### config.mk
export PLATFORM = sky130hd
export DESIGN_NAME = eic_collector
export DESIGN_NICKNAME = d
export VERILOG_FILES = /design/src/pkg/eic_pkg.sv /design/src/logic/eic_collector.sv
export SDC_FILE = /design/constraint.sdc
export NUM_CORES = 1
export LEC_CHECK = 0
export ABC_CLOCK_PERIOD_IN_PS = 21200
export BUFFER_PORTS_ARGS = -buffer_cell sky130_fd_sc_hd__buf_2
export CAP_MARGIN = 20
export CORE_UTILIZATION = 50
export CTS_BUF_LIST = sky130_fd_sc_hd__clkbuf_4 sky130_fd_sc_hd__clkbuf_8
export DETAILED_ROUTE_END_ITERATION = 12
export PLACE_DENSITY = 0.76
export SLEW_MARGIN = 20
export SYNTH_ARGS = -nofsm -noshare
export SYNTH_HDL_FRONTEND = slang
export SYNTH_SLANG_ARGS = --single-unit
### constraint.sdc
create_clock -name i_clock -period 21.2 [get_ports i_clock]
set_input_delay 6.36 -clock i_clock [delete_from_list [all_inputs] [get_ports i_clock]]
set_output_delay 6.36 -clock i_clock [all_outputs]
set_load 0.1 [all_outputs]
### src/pkg/eic_pkg.sv
// package for the error interrupt collector: offsets, layouts, reset values
`default_nettype none
package eic_pkg;
  // register indices on the plain register port
  localparam logic [3:0] ADDR_ERR_STATUS    = 4'h0;
  localparam logic [3:0] ADDR_DOORBELL      = 4'h1;
  localparam logic [3:0] ADDR_ROUTE_SELECT  = 4'h2;
  localparam logic [3:0] ADDR_CORE_MASK     = 4'h3;
  localparam logic [3:0] ADDR_PIN_SELECT    = 4'h4;
  localparam logic [3:0] ADDR_SRC_ENABLE    = 4'h5;
  localparam logic [3:0] ADDR_EXTERNAL_INT_LINE_SEVEN_STATUS  = 4'h6;
  localparam logic [3:0] ADDR_EXTERNAL_INT_LINE_SIX_STATUS  = 4'h7;
  // reset values
  localparam logic [31:0] RST_DOORBELL      = 32'h0000_0000;
  localparam logic [23:0] RST_ROUTE_SELECT  = 24'h00_0000;
  localparam logic [31:0] RST_CORE_MASK     = 32'h0000_0000;
  localparam logic [31:0] RST_STATUS        = 32'h0000_0000;
  localparam logic [2:0]  RST_PIN_SELECT    = 3'h1;
  localparam logic [31:0] RST_SRC_ENABLE    = 32'hffff_ffff;
  // doorbell field positions
  localparam int DB_INTA_BIT  = 28;
  localparam int DB_LOW_MSB   = 27;
  // error latch layout: number of sources
  localparam int NUM_SRC = 32;
  // latch bit positions
  localparam int B_EXT     = 0;
  localparam int B_PBRIDGE = 1;   // 5 bits
  localparam int B_SBRIDGE = 6;   // 5 bits
  localparam int B_PATU    = 11;  // 7 bits
  localparam int B_SATU    = 18;  // 6 bits
  localparam int B_MSG     = 24;  // 2 bits
  localparam int B_BIU     = 26;
  localparam int B_DMA     = 27;  // 3 bits, one per channel
  localparam int B_ACCEL   = 30;
  localparam int B_MEMC    = 31;
  // bridge error bundle
  typedef struct packed {
    logic serr;
    logic master_abort;
    logic tabort_master;
    logic tabort_target;
    logic master_parity;
  } eic_bridge_err_t;
  // translation unit error bundle
  typedef struct packed {
    logic bist;
    logic ib_master_abort;
    logic serr_detected;
    logic master_abort;
    logic tabort_master;
    logic tabort_target;
    logic master_parity;
  } eic_atu_err_t;
  // dma channel error bundle
  typedef struct packed {
    logic ib_master_abort;
    logic master_abort;
    logic tabort_master;
    logic master_parity;
  } eic_dma_err_t;
  // messaging unit error bundle
  typedef struct packed {
    logic nmi_doorbell;
    logic free_queue_full;
  } eic_msg_err_t;
  // core-edge state machine
  typedef enum logic [2:0] {
    ST_IDLE  = 3'b001,
    ST_LOW   = 3'b010,
    ST_REARM = 3'b100
  } eic_nmi_state_t;
endpackage : eic_pkg
`default_nettype wire

### src/logic/eic_collector.sv
// error interrupt collector: latch, core nmi edge, doorbell pci pins
//
// Design decisions made here: the placing of the registers and the strobed register port.
`timescale 1ns/1ps
`default_nettype none
module eic_collector (
  // clock and reset
  input  wire logic                   i_clock,
  input  wire logic                   i_rst,
  input  wire logic                   i_sw_reset,
  // error sources from internal units
  input  wire eic_pkg::eic_bridge_err_t i_pbridge_err,
  input  wire eic_pkg::eic_bridge_err_t i_sbridge_err,
  input  wire eic_pkg::eic_atu_err_t    i_patu_err,
  input  wire eic_pkg::eic_atu_err_t    i_satu_err,
  input  wire eic_pkg::eic_msg_err_t    i_msg_err,
  input  wire logic                   i_biu_ib_abort,
  input  wire eic_pkg::eic_dma_err_t    i_dma0_err,
  input  wire eic_pkg::eic_dma_err_t    i_dma1_err,
  input  wire eic_pkg::eic_dma_err_t    i_dma2_err,
  input  wire logic                   i_accel_ib_abort,
  input  wire logic                   i_memc_ecc_abort,
  // external nmi pin, active low, asynchronous
  input  wire logic                   i_ext_nmi_n,
  // other core latch inputs for status reads
  input  wire logic [31:0]            i_external_int_line_seven_latch,
  input  wire logic [31:0]            i_external_int_line_six_latch,
  // register port
  input  wire logic [3:0]             i_addr,
  input  wire logic [31:0]            i_wdata,
  input  wire logic                   i_wr,
  input  wire logic                   i_rd,
  output logic [31:0]                 o_rdata,
  // core side
  output logic                        o_core_nmi_n,
  output logic [23:0]                 o_route_select,
  output logic [31:0]                 o_core_mask,
  // primary pci interrupt pins, open drain
  output logic                        o_primary_pci_int_a_n,
  output logic                        o_primary_pci_int_b_n,
  output logic                        o_primary_pci_int_c_n,
  output logic                        o_primary_pci_int_d_n,
  output logic [3:0]                  o_pci_int_oe
);

  // combined reset: pin or software
  logic sw_reset_q;
  logic rst_all;
  assign rst_all = i_rst | sw_reset_q;

  // registered software reset request
  // a flop output keeps glitches off the async reset net
  always_ff @(posedge i_clock or posedge i_rst) begin
    if (i_rst) begin
      sw_reset_q <= 1'b0;
    end else begin
      sw_reset_q <= i_sw_reset;
    end
  end

  // two-stage synchroniser for the external pin
  // idle level is high so reset makes no false request
  logic ext_meta_q;
  logic ext_sync_q;
  // first stage, read only by the second
  always_ff @(posedge i_clock or posedge rst_all) begin
    if (rst_all) begin
      ext_meta_q <= 1'b1;
    end else begin
      ext_meta_q <= i_ext_nmi_n;
    end
  end

  // second stage, the only reader of the first
  always_ff @(posedge i_clock or posedge rst_all) begin
    if (rst_all) begin
      ext_sync_q <= 1'b1;
    end else begin
      ext_sync_q <= ext_meta_q;
    end
  end

  // software registers
  logic [31:0] src_enable_q;
  logic [31:0] doorbell_q;
  logic [23:0] route_q;
  logic [31:0] mask_q;
  logic [2:0]  pin_sel_q;

  // per-channel dma summary, any of the four conditions
  eic_pkg::eic_dma_err_t dma_err [3];
  logic [2:0]            dma_any;

  assign dma_err[0] = i_dma0_err;
  assign dma_err[1] = i_dma1_err;
  assign dma_err[2] = i_dma2_err;
  // each channel folds its conditions into one latch bit
  for (genvar c = 0; c < 3; c++) begin : g_dma
    assign dma_any[c] = |dma_err[c];
  end

  // raw source vector, one bit per error condition, but one bit per dma channel
  // the secondary unit has no self-test source
  logic [eic_pkg::NUM_SRC-1:0] raw_src;
  always_comb begin
    raw_src = '0;
    raw_src[eic_pkg::B_EXT] = ~ext_sync_q;
    raw_src[eic_pkg::B_PBRIDGE +: 5] = i_pbridge_err;
    raw_src[eic_pkg::B_SBRIDGE +: 5] = i_sbridge_err;
    raw_src[eic_pkg::B_PATU +: 7] = i_patu_err;
    raw_src[eic_pkg::B_SATU +: 6] = i_satu_err[5:0];
    raw_src[eic_pkg::B_MSG +: 2] = i_msg_err;
    raw_src[eic_pkg::B_BIU] = i_biu_ib_abort;
    raw_src[eic_pkg::B_DMA +: 3] = dma_any;
    raw_src[eic_pkg::B_ACCEL] = i_accel_ib_abort;
    raw_src[eic_pkg::B_MEMC] = i_memc_ecc_abort;
  end

  // error latch follows enabled source level
  // no software clear: a bit drops when its source drops
  logic [eic_pkg::NUM_SRC-1:0] latch_q;
  logic [eic_pkg::NUM_SRC-1:0] latch_d;
  assign latch_d = raw_src & src_enable_q;

  // one flop per source
  for (genvar b = 0; b < eic_pkg::NUM_SRC; b++) begin : g_latch
    always_ff @(posedge i_clock or posedge rst_all) begin
      if (rst_all) begin
        latch_q[b] <= eic_pkg::RST_STATUS[b];
      end else begin
        latch_q[b] <= latch_d[b];
      end
    end
  end

  // core nmi edge generator
  // the core input is edge triggered, so a cleared source
  // forces two high cycles before the next low edge
  eic_pkg::eic_nmi_state_t st_q;
  logic any_err;
  logic cleared_one;
  // any latched bit, and any bit dropping this cycle
  assign any_err     = |latch_q;
  assign cleared_one = |(latch_q & ~latch_d);
  always_ff @(posedge i_clock or posedge rst_all) begin
    if (rst_all) begin
      st_q <= eic_pkg::ST_IDLE;
    end else begin
      unique case (st_q)
        eic_pkg::ST_IDLE: begin
          if (any_err) begin
            st_q <= eic_pkg::ST_LOW;
          end
        end
        eic_pkg::ST_LOW: begin
          if (!any_err) begin
            st_q <= eic_pkg::ST_IDLE;
          end else if (cleared_one) begin
            st_q <= eic_pkg::ST_REARM;
          end
        end
        eic_pkg::ST_REARM: begin
          st_q <= eic_pkg::ST_IDLE;
        end
        default: st_q <= eic_pkg::ST_IDLE;
      endcase
    end
  end
  assign o_core_nmi_n = (st_q != eic_pkg::ST_LOW);

  // write decode, one strobe per register; status is read only
  logic wr_doorbell;
  logic wr_route;
  logic wr_mask;
  logic wr_pin_sel;
  logic wr_src_en;

  assign wr_doorbell = i_wr && (i_addr == eic_pkg::ADDR_DOORBELL);
  assign wr_route    = i_wr && (i_addr == eic_pkg::ADDR_ROUTE_SELECT);
  assign wr_mask     = i_wr && (i_addr == eic_pkg::ADDR_CORE_MASK);
  assign wr_pin_sel  = i_wr && (i_addr == eic_pkg::ADDR_PIN_SELECT);
  assign wr_src_en   = i_wr && (i_addr == eic_pkg::ADDR_SRC_ENABLE);

  // outbound doorbell register
  // low bits all share the one selected pin
  always_ff @(posedge i_clock or posedge rst_all) begin
    if (rst_all) begin
      doorbell_q <= eic_pkg::RST_DOORBELL;
    end else if (wr_doorbell) begin
      doorbell_q <= i_wdata;
    end
  end

  // routing select register
  // zero sends every request to the core
  always_ff @(posedge i_clock or posedge rst_all) begin
    if (rst_all) begin
      route_q <= eic_pkg::RST_ROUTE_SELECT;
    end else if (wr_route) begin
      route_q <= i_wdata[23:0];
    end
  end

  // core mask register
  // zero masks every interrupt after reset
  always_ff @(posedge i_clock or posedge rst_all) begin
    if (rst_all) begin
      mask_q <= eic_pkg::RST_CORE_MASK;
    end else if (wr_mask) begin
      mask_q <= i_wdata;
    end
  end

  // pin select field, picks the pin for low doorbell bits
  // codes other than one to four drive no pin
  always_ff @(posedge i_clock or posedge rst_all) begin
    if (rst_all) begin
      pin_sel_q <= eic_pkg::RST_PIN_SELECT;
    end else if (wr_pin_sel) begin
      pin_sel_q <= i_wdata[2:0];
    end
  end

  // source enable register
  // all ones so every source counts after reset
  always_ff @(posedge i_clock or posedge rst_all) begin
    if (rst_all) begin
      src_enable_q <= eic_pkg::RST_SRC_ENABLE;
    end else if (wr_src_en) begin
      src_enable_q <= i_wdata;
    end
  end

  // routing and mask drive the core side from their flops
  assign o_route_select = route_q;
  assign o_core_mask    = mask_q;

  // external_int_line_seven and external_int_line_six status, captured so they reset cleared
  // the capture adds one cycle of age to these views
  logic [31:0] external_int_line_seven_q;
  logic [31:0] external_int_line_six_q;
  always_ff @(posedge i_clock or posedge rst_all) begin
    if (rst_all) begin
      external_int_line_seven_q <= eic_pkg::RST_STATUS;
      external_int_line_six_q <= eic_pkg::RST_STATUS;
    end else begin
      external_int_line_seven_q <= i_external_int_line_seven_latch;
      external_int_line_six_q <= i_external_int_line_six_latch;
    end
  end

  // read mux, zero for unmapped indices
  logic [31:0] rd_mux;

  always_comb begin
    rd_mux = 32'h0000_0000;
    unique case (i_addr)
      eic_pkg::ADDR_ERR_STATUS:   rd_mux = latch_q;
      eic_pkg::ADDR_DOORBELL:     rd_mux = doorbell_q;
      eic_pkg::ADDR_ROUTE_SELECT: rd_mux = {8'h00, route_q};
      eic_pkg::ADDR_CORE_MASK:    rd_mux = mask_q;
      eic_pkg::ADDR_PIN_SELECT:   rd_mux = {29'h0, pin_sel_q};
      eic_pkg::ADDR_SRC_ENABLE:   rd_mux = src_enable_q;
      eic_pkg::ADDR_EXTERNAL_INT_LINE_SEVEN_STATUS: rd_mux = external_int_line_seven_q;
      eic_pkg::ADDR_EXTERNAL_INT_LINE_SIX_STATUS: rd_mux = external_int_line_six_q;
      default:                    rd_mux = 32'h0000_0000;
    endcase
  end

  // read data register, valid only in the cycle after the strobe
  // one cycle only, so a stale word is never taken twice
  always_ff @(posedge i_clock or posedge rst_all) begin
    if (rst_all) begin
      o_rdata <= 32'h0000_0000;
    end else if (i_rd) begin
      o_rdata <= rd_mux;
    end else begin
      o_rdata <= 32'h0000_0000;
    end
  end

  // doorbell to pci pins
  // pins a to d map to enable bits 0 to 3
  logic       low_any;
  logic [3:0] low_pin;
  logic [3:0] pin_req;
  logic [3:0] pin_q;
  // any low doorbell bit raises the selected pin
  assign low_any = |doorbell_q[eic_pkg::DB_LOW_MSB:0];
  always_comb begin
    low_pin = 4'h0;
    unique case (pin_sel_q)
      3'h1:    low_pin = 4'h1;
      3'h2:    low_pin = 4'h2;
      3'h3:    low_pin = 4'h4;
      3'h4:    low_pin = 4'h8;
      default: low_pin = 4'h0;
    endcase
  end
  // high bits map straight onto pins a to d
  assign pin_req = doorbell_q[eic_pkg::DB_INTA_BIT +: 4] | (low_any ? low_pin : 4'h0);

  // one open-drain enable flop per pin
  for (genvar p = 0; p < 4; p++) begin : g_pin
    always_ff @(posedge i_clock or posedge rst_all) begin
      if (rst_all) begin
        pin_q[p] <= 1'b0;
      end else begin
        pin_q[p] <= pin_req[p];
      end
    end
  end

  // open drain: data stays low, the enable does the driving
  assign o_primary_pci_int_a_n = 1'b0;
  assign o_primary_pci_int_b_n = 1'b0;
  assign o_primary_pci_int_c_n = 1'b0;
  assign o_primary_pci_int_d_n = 1'b0;
  assign o_pci_int_oe = pin_q; // drive low only when asserted

endmodule // eic_collector
`default_nettype wire

; ---- Word-level counts from Yosys, hierarchy flattened
; Index checks and enable logic that the tools add are counted.
[totals]
register_bits = 261
out_inout_bits = 97
[op_classes]
eq_ne = 16
muxes = 8
n_bitwise = 6
reduce_logical = 13
[ops]
columns = cell, count
row1 = one-hot mux 32 bit (8 select lines), 1
row2 = AND 32 bit, 2
row3 = OR reduction 32 bit, 2
row4 = two-way mux 32 bit, 1
row5 = NOT 32 bit, 1
row6 = OR reduction 28 bit, 1
row7 = "equality test 4 x 3 -> 1 bit, second input constant", 4
row8 = one-hot mux 4 bit (4 select lines), 1
row9 = OR reduction 4 bit, 3
row10 = "equality test 3 x 2 -> 1 bit, second input constant", 3
row11 = two-way mux 3 bit, 3
row12 = "equality test 4 x 2 -> 1 bit, second input constant", 2
row13 = "equality test 3 x 1 -> 1 bit, second input constant", 2
row14 = one-hot mux 3 bit (2 select lines), 1
row15 = logical AND 1 bit, 5
row16 = "equality test 4 x 1 -> 1 bit, second input constant", 1
row17 = zero test 4 bit, 1
row18 = two-way mux 4 bit, 1
row19 = bitwise OR 4 bit, 1
row20 = "equality test 3 bit, second input constant", 1
row21 = "!= test 3 x 2 -> 1 bit, second input constant", 1
row22 = "!= test 3 bit, second input constant", 1
row23 = "!= test 2 bit, second input constant", 1
row24 = AND reduction 2 bit, 1
row25 = other kinds (2), 2

; ---- Longest topological paths before layout
[logic_depth]
depth_word = 8
depth_mapped = 8
mapped_depth_nobuf = 4

; ---- Worst setup path before layout
; OpenSTA, ideal clock, no wires.
[synth_timing]
path_type = input to register
from = in i_addr[1]
to = reg route_q[0], in the netlist o_route_select[0]
setup_ns = 0.126
arrival_time_ns = 7.665
slack_ns = 13.409
cell_stages = 8
n_path_buf = 4
path_cell_list = buf_4 -> nor2b_1 -> buf_2 -> and2_1 -> buf_4 -> nand2_2 -> buf_6 -> mux2_2
[synth_between]
elab_chain_cells = 2
[synth_lines]
columns = element, line_no
row1 = "start, declared", eic_collector.sv:29  ; input wire logic [3:0] i_addr,
row2 = equality test 4 x 2 -> 1 bit, eic_collector.sv:179  ; assign wr_route = i_wr && (i_addr == eic_pkg::ADDR_ROUTE_SELECT);
row3 = logical AND 1 bit, eic_collector.sv:179
row4 = "end signal, assigned", eic_collector.sv:198  ; route_q <= eic_pkg::RST_ROUTE_SELECT;
row5 = "end signal, assigned", eic_collector.sv:200  ; route_q <= i_wdata[23:0];
row6 = "end, declared", eic_collector.sv:86  ; logic [23:0] route_q;
; Every way passes these cells.
; A chain may end at the register's enable or synchronous reset.

; ---- Worst setup path in the final report
[layout_timing]
from = in i_addr[3]
to = reg route_q[6], in the netlist o_route_select[6]
; Same word-level chain as after synthesis.

==> flow_metrics.tcl <==
set metrics [dict create \
    synth_area_per_cell_um2 14.26 \
    cap_violations 0 \
    ys_ff_latch 261 \
    required_ps 21610 \
    vias_per_cell 5.753 \
    hold_buffers 0 \
    htreeDepth 2 \
    antenna_found_initial 0 \
    crit_path_end_kind "register" \
    coreArea_um2 20360 \
    ant_nets 0 \
    final.period_utilization_pct 43.23 \
    antennaDiodeCount 0 \
    syn_inst 733 \
    grt_use_total_pct 27.50 \
    place.gp.congestion 0.8051 \
    cts_tree "built" \
    cts_sinks 261 \
    drt-met1-wl_mm 12.35 \
    first_pass_iters 5 \
    cts_root_buf "clkbuf_8" \
    grt_max_degree 173 \
    totalNegativeSetupSlack_ps 0 \
    grt-ovfl-total 0 \
    drt-initial-drc-count 410 \
    path_max_fanout 24 \
    outcome "finished clean" \
    hold_viol_final 0 \
    finalMaxSlewViolations 0 \
    startpoint "i_addr[3]" \
    worstSetupEndpoint "o_route_select[6]" \
    ys.warnings.count 0 \
    clockBufferDepth 3 \
    fp.dieH_um 146.6 \
    met3_length_mm 2.229 \
    skew_ps 8.645 \
    post_cts_buffers 0 \
    start_util_pct 51.34 \
    holdWs_ps 267.9 \
    top_layer_used "met4" \
    min-delay-path-class "reg -> async" \
    r2r_cells 4 \
    worstMarginPinSlew_ps 1019 \
    port_buffers 238 \
    final_util_pct 62.42 \
    worstPathArrival_ps 9580 \
    start_kind "input pin" \
    route.detailed.drc 0 \
    worstSkewPairLatency_ps 530 \
    rsz0062_at_grt "no" \
    path_clk_slew_ps 60 \
    setup-violations-final 0 \
    pre_cts_ws_ps 11560 \
    p_leak_nw 6.155 \
    setup_ws_ps 12040 \
    fmax_mhz 109.1 \
    syn_area_um2 10460 \
    row_count 52 \
    cts_buffers 43 \
    dpl.hpwl_mm 19.07 \
    crit_type "in -> reg" \
    r2r-end "st_q[1]" \
    ir_drop_uv 72.85 \
    ios 244 \
    ys_seq_area_share_pct 62.90 \
    reg2reg_from "latch_q[0]" \
    grt_pass1_wl_mm 43.91 \
    fp.dieArea_um2 21490 \
    slew-limit-headroom_pct 32.09 \
    ys_types 48 \
    r2r_slack_ps 19240 \
    grt_pass1_vias 7518 \
    num_vias 7404 \
    area_delta_synth_final_pct 21.59 \
    p_per_area_nw_per_um2 118.6 \
    routed-wl-met2_mm 13.74 \
    drt-total-wl_mm 28.91 \
    cts.repair.resized 0 \
    die_w_um 146.6 \
    period_needed_ps 9165 \
    final_area_um2 12710 \
    layout-drive-gt1-share_pct 44.54 \
    nets 1132 \
    placed_cell_area_um2 11840 \
    post_drt_wl_per_cell_um 22.46 \
]
per-stage QoR:
| stage | instances | total power, mW |
|---|---|---|
| 2_1_floorplan | 736 | 0.9755 |
| 3_3_place_gp | 1210 | 1.069 |
| 3_5_place_dp | 1210 | 1.077 |
| 4_1_cts | 1287 | 1.518 |
| 5_1_grt | 1287 | 1.568 |
| 6_report | 1287 | 1.507 |
routing by layer:
layer  global-route usage, %  up-vias
met3                   6.188       38
met1                   38.08     3777
met5                       0        -
met2                   42.96      330
li1                        -     3259
met4                   9.323        0
flip-flops by register name, indices dropped and copies added (netlist names):
name	flops
ext_meta_q	1
latch_q	32
external_int_line_six_q	32
o_core_mask	32
external_int_line_seven_q	32
doorbell_q	32
o_rdata	32
st_q	3
o_pci_int_oe	4
o_route_select	24
sw_reset_q	1
src_enable_q	32
pin_sel_q	3
ext_sync_q	1
where the power goes:
part / total, mW / internal [mW] / leakage, nW / switching [mW]
Clock: 0.437 / 0.249 / 0.471 / 0.188
Combinational: 0.420 / 0.106 / 2.43 / 0.314
Sequential: 0.651 / 0.588 / 3.25 / 0.0630
worst min path at each step:
| stage | end | depth (start not counted) |
|---|---|---|
| after detailed placement | o_route_select[4] | 1 |
| after global placement | o_route_select[4] | 1 |
| after global routing | o_route_select[4] | 1 |
| after floorplan | ext_sync_q | 0 |
| final | doorbell_q[4] | 1 |
| after CTS | o_route_select[4] | 1 |
worst max-delay path: stages:
cell and delay [ps]:
buf_2 180, nor2_2 750, and2_1 920, nand2_2 790, mux2_1 560
logic make-up after synthesis:
family          count (synthesis)  share of synthesized area, %
compound gates                172                         12.53
buf+inv                        67                         3.387
flops                         261                         62.90
mux                           138                         15.90
other cells                     1                       0.03587
simple gates                   94                         5.242
placed cells by master, fill, tap and decap left out, types with 3 or more instances in the layout:
cell type	Yosys	routed
buf_2	13	238
dfrtp_1	225	225
a22oi_1	73	73
mux2_1	55	55
mux2_2	50	50
clkbuf_8	0	48
dfstp_2	36	36
a31oi_1	33	33
mux2_4	30	30
nand2_1	25	25
clkbuf_4	0	24
inv_1	21	21
and2_1	20	20
a21boi_0	20	20
nor4_1	15	15
a22o_1	12	12
buf_4	11	11
a222oi_1	10	10
nand3_1	6	6
o41ai_1	6	6
a2111oi_0	6	6
conb_1	1	4
clkinv_2	0	4
nor2b_1	3	3
nand2_2	4	3
nand4_1	3	3
nor2_1	4	3
mux2i_1	3	3
area by class of cell:
cell class | count | area, um^2
clock buffer | 72 | 840.8
multi-input combinational | 408 | 3557
clock inverter | 5 | 27.53
sequential | 261 | 6576
tap | 270 | 337.8
timing repair buffer | 250 | 1294
fill | 1609 | 7652
inverter | 21 | 78.83
synthesized netlist by cell type (all sizes together):
| cell type | number | area, um^2 |
|---|---|---|
| a2111oi | 6 | 52.55 |
| and3 | 2 | 12.51 |
| o21ai | 2 | 10.01 |
| a22o | 12 | 105.1 |
| o211ai | 1 | 7.510 |
| mux2i | 3 | 30.03 |
| o31ai | 1 | 7.510 |
| a22oi | 73 | 548.0 |
| nor4 | 16 | 106.4 |
| clkbuf | 14 | 52.55 |
| and3b | 1 | 8.760 |
| o211a | 1 | 10.01 |
| and2 | 20 | 125.1 |
| o221ai | 1 | 8.760 |
| mux2 | 135 | 1633 |
| nor4b | 1 | 23.77 |
| a21boi | 20 | 150.1 |
| and4 | 2 | 17.52 |
| o41ai | 6 | 52.55 |
| nor2b | 4 | 27.53 |
| nor4bb | 1 | 10.01 |
| nand2 | 29 | 118.9 |
| a31oi | 33 | 206.5 |
| nand3 | 6 | 30.03 |
| nor2 | 5 | 21.27 |
| a221oi | 1 | 8.760 |
| conb | 1 | 3.750 |
| inv | 21 | 78.83 |
| dfstp | 36 | 945.9 |
| a211oi | 1 | 7.510 |
| a31o | 1 | 8.760 |
| a222oi | 10 | 100.1 |
| buf | 32 | 222.7 |
| dfrtp | 225 | 5630 |
| o21bai | 2 | 15.01 |
| nand4 | 3 | 18.77 |
| nand2b | 2 | 12.51 |
| nand3b | 2 | 15.01 |
| o2111a | 1 | 11.26 |
Power figures use the tool's default switching activity.
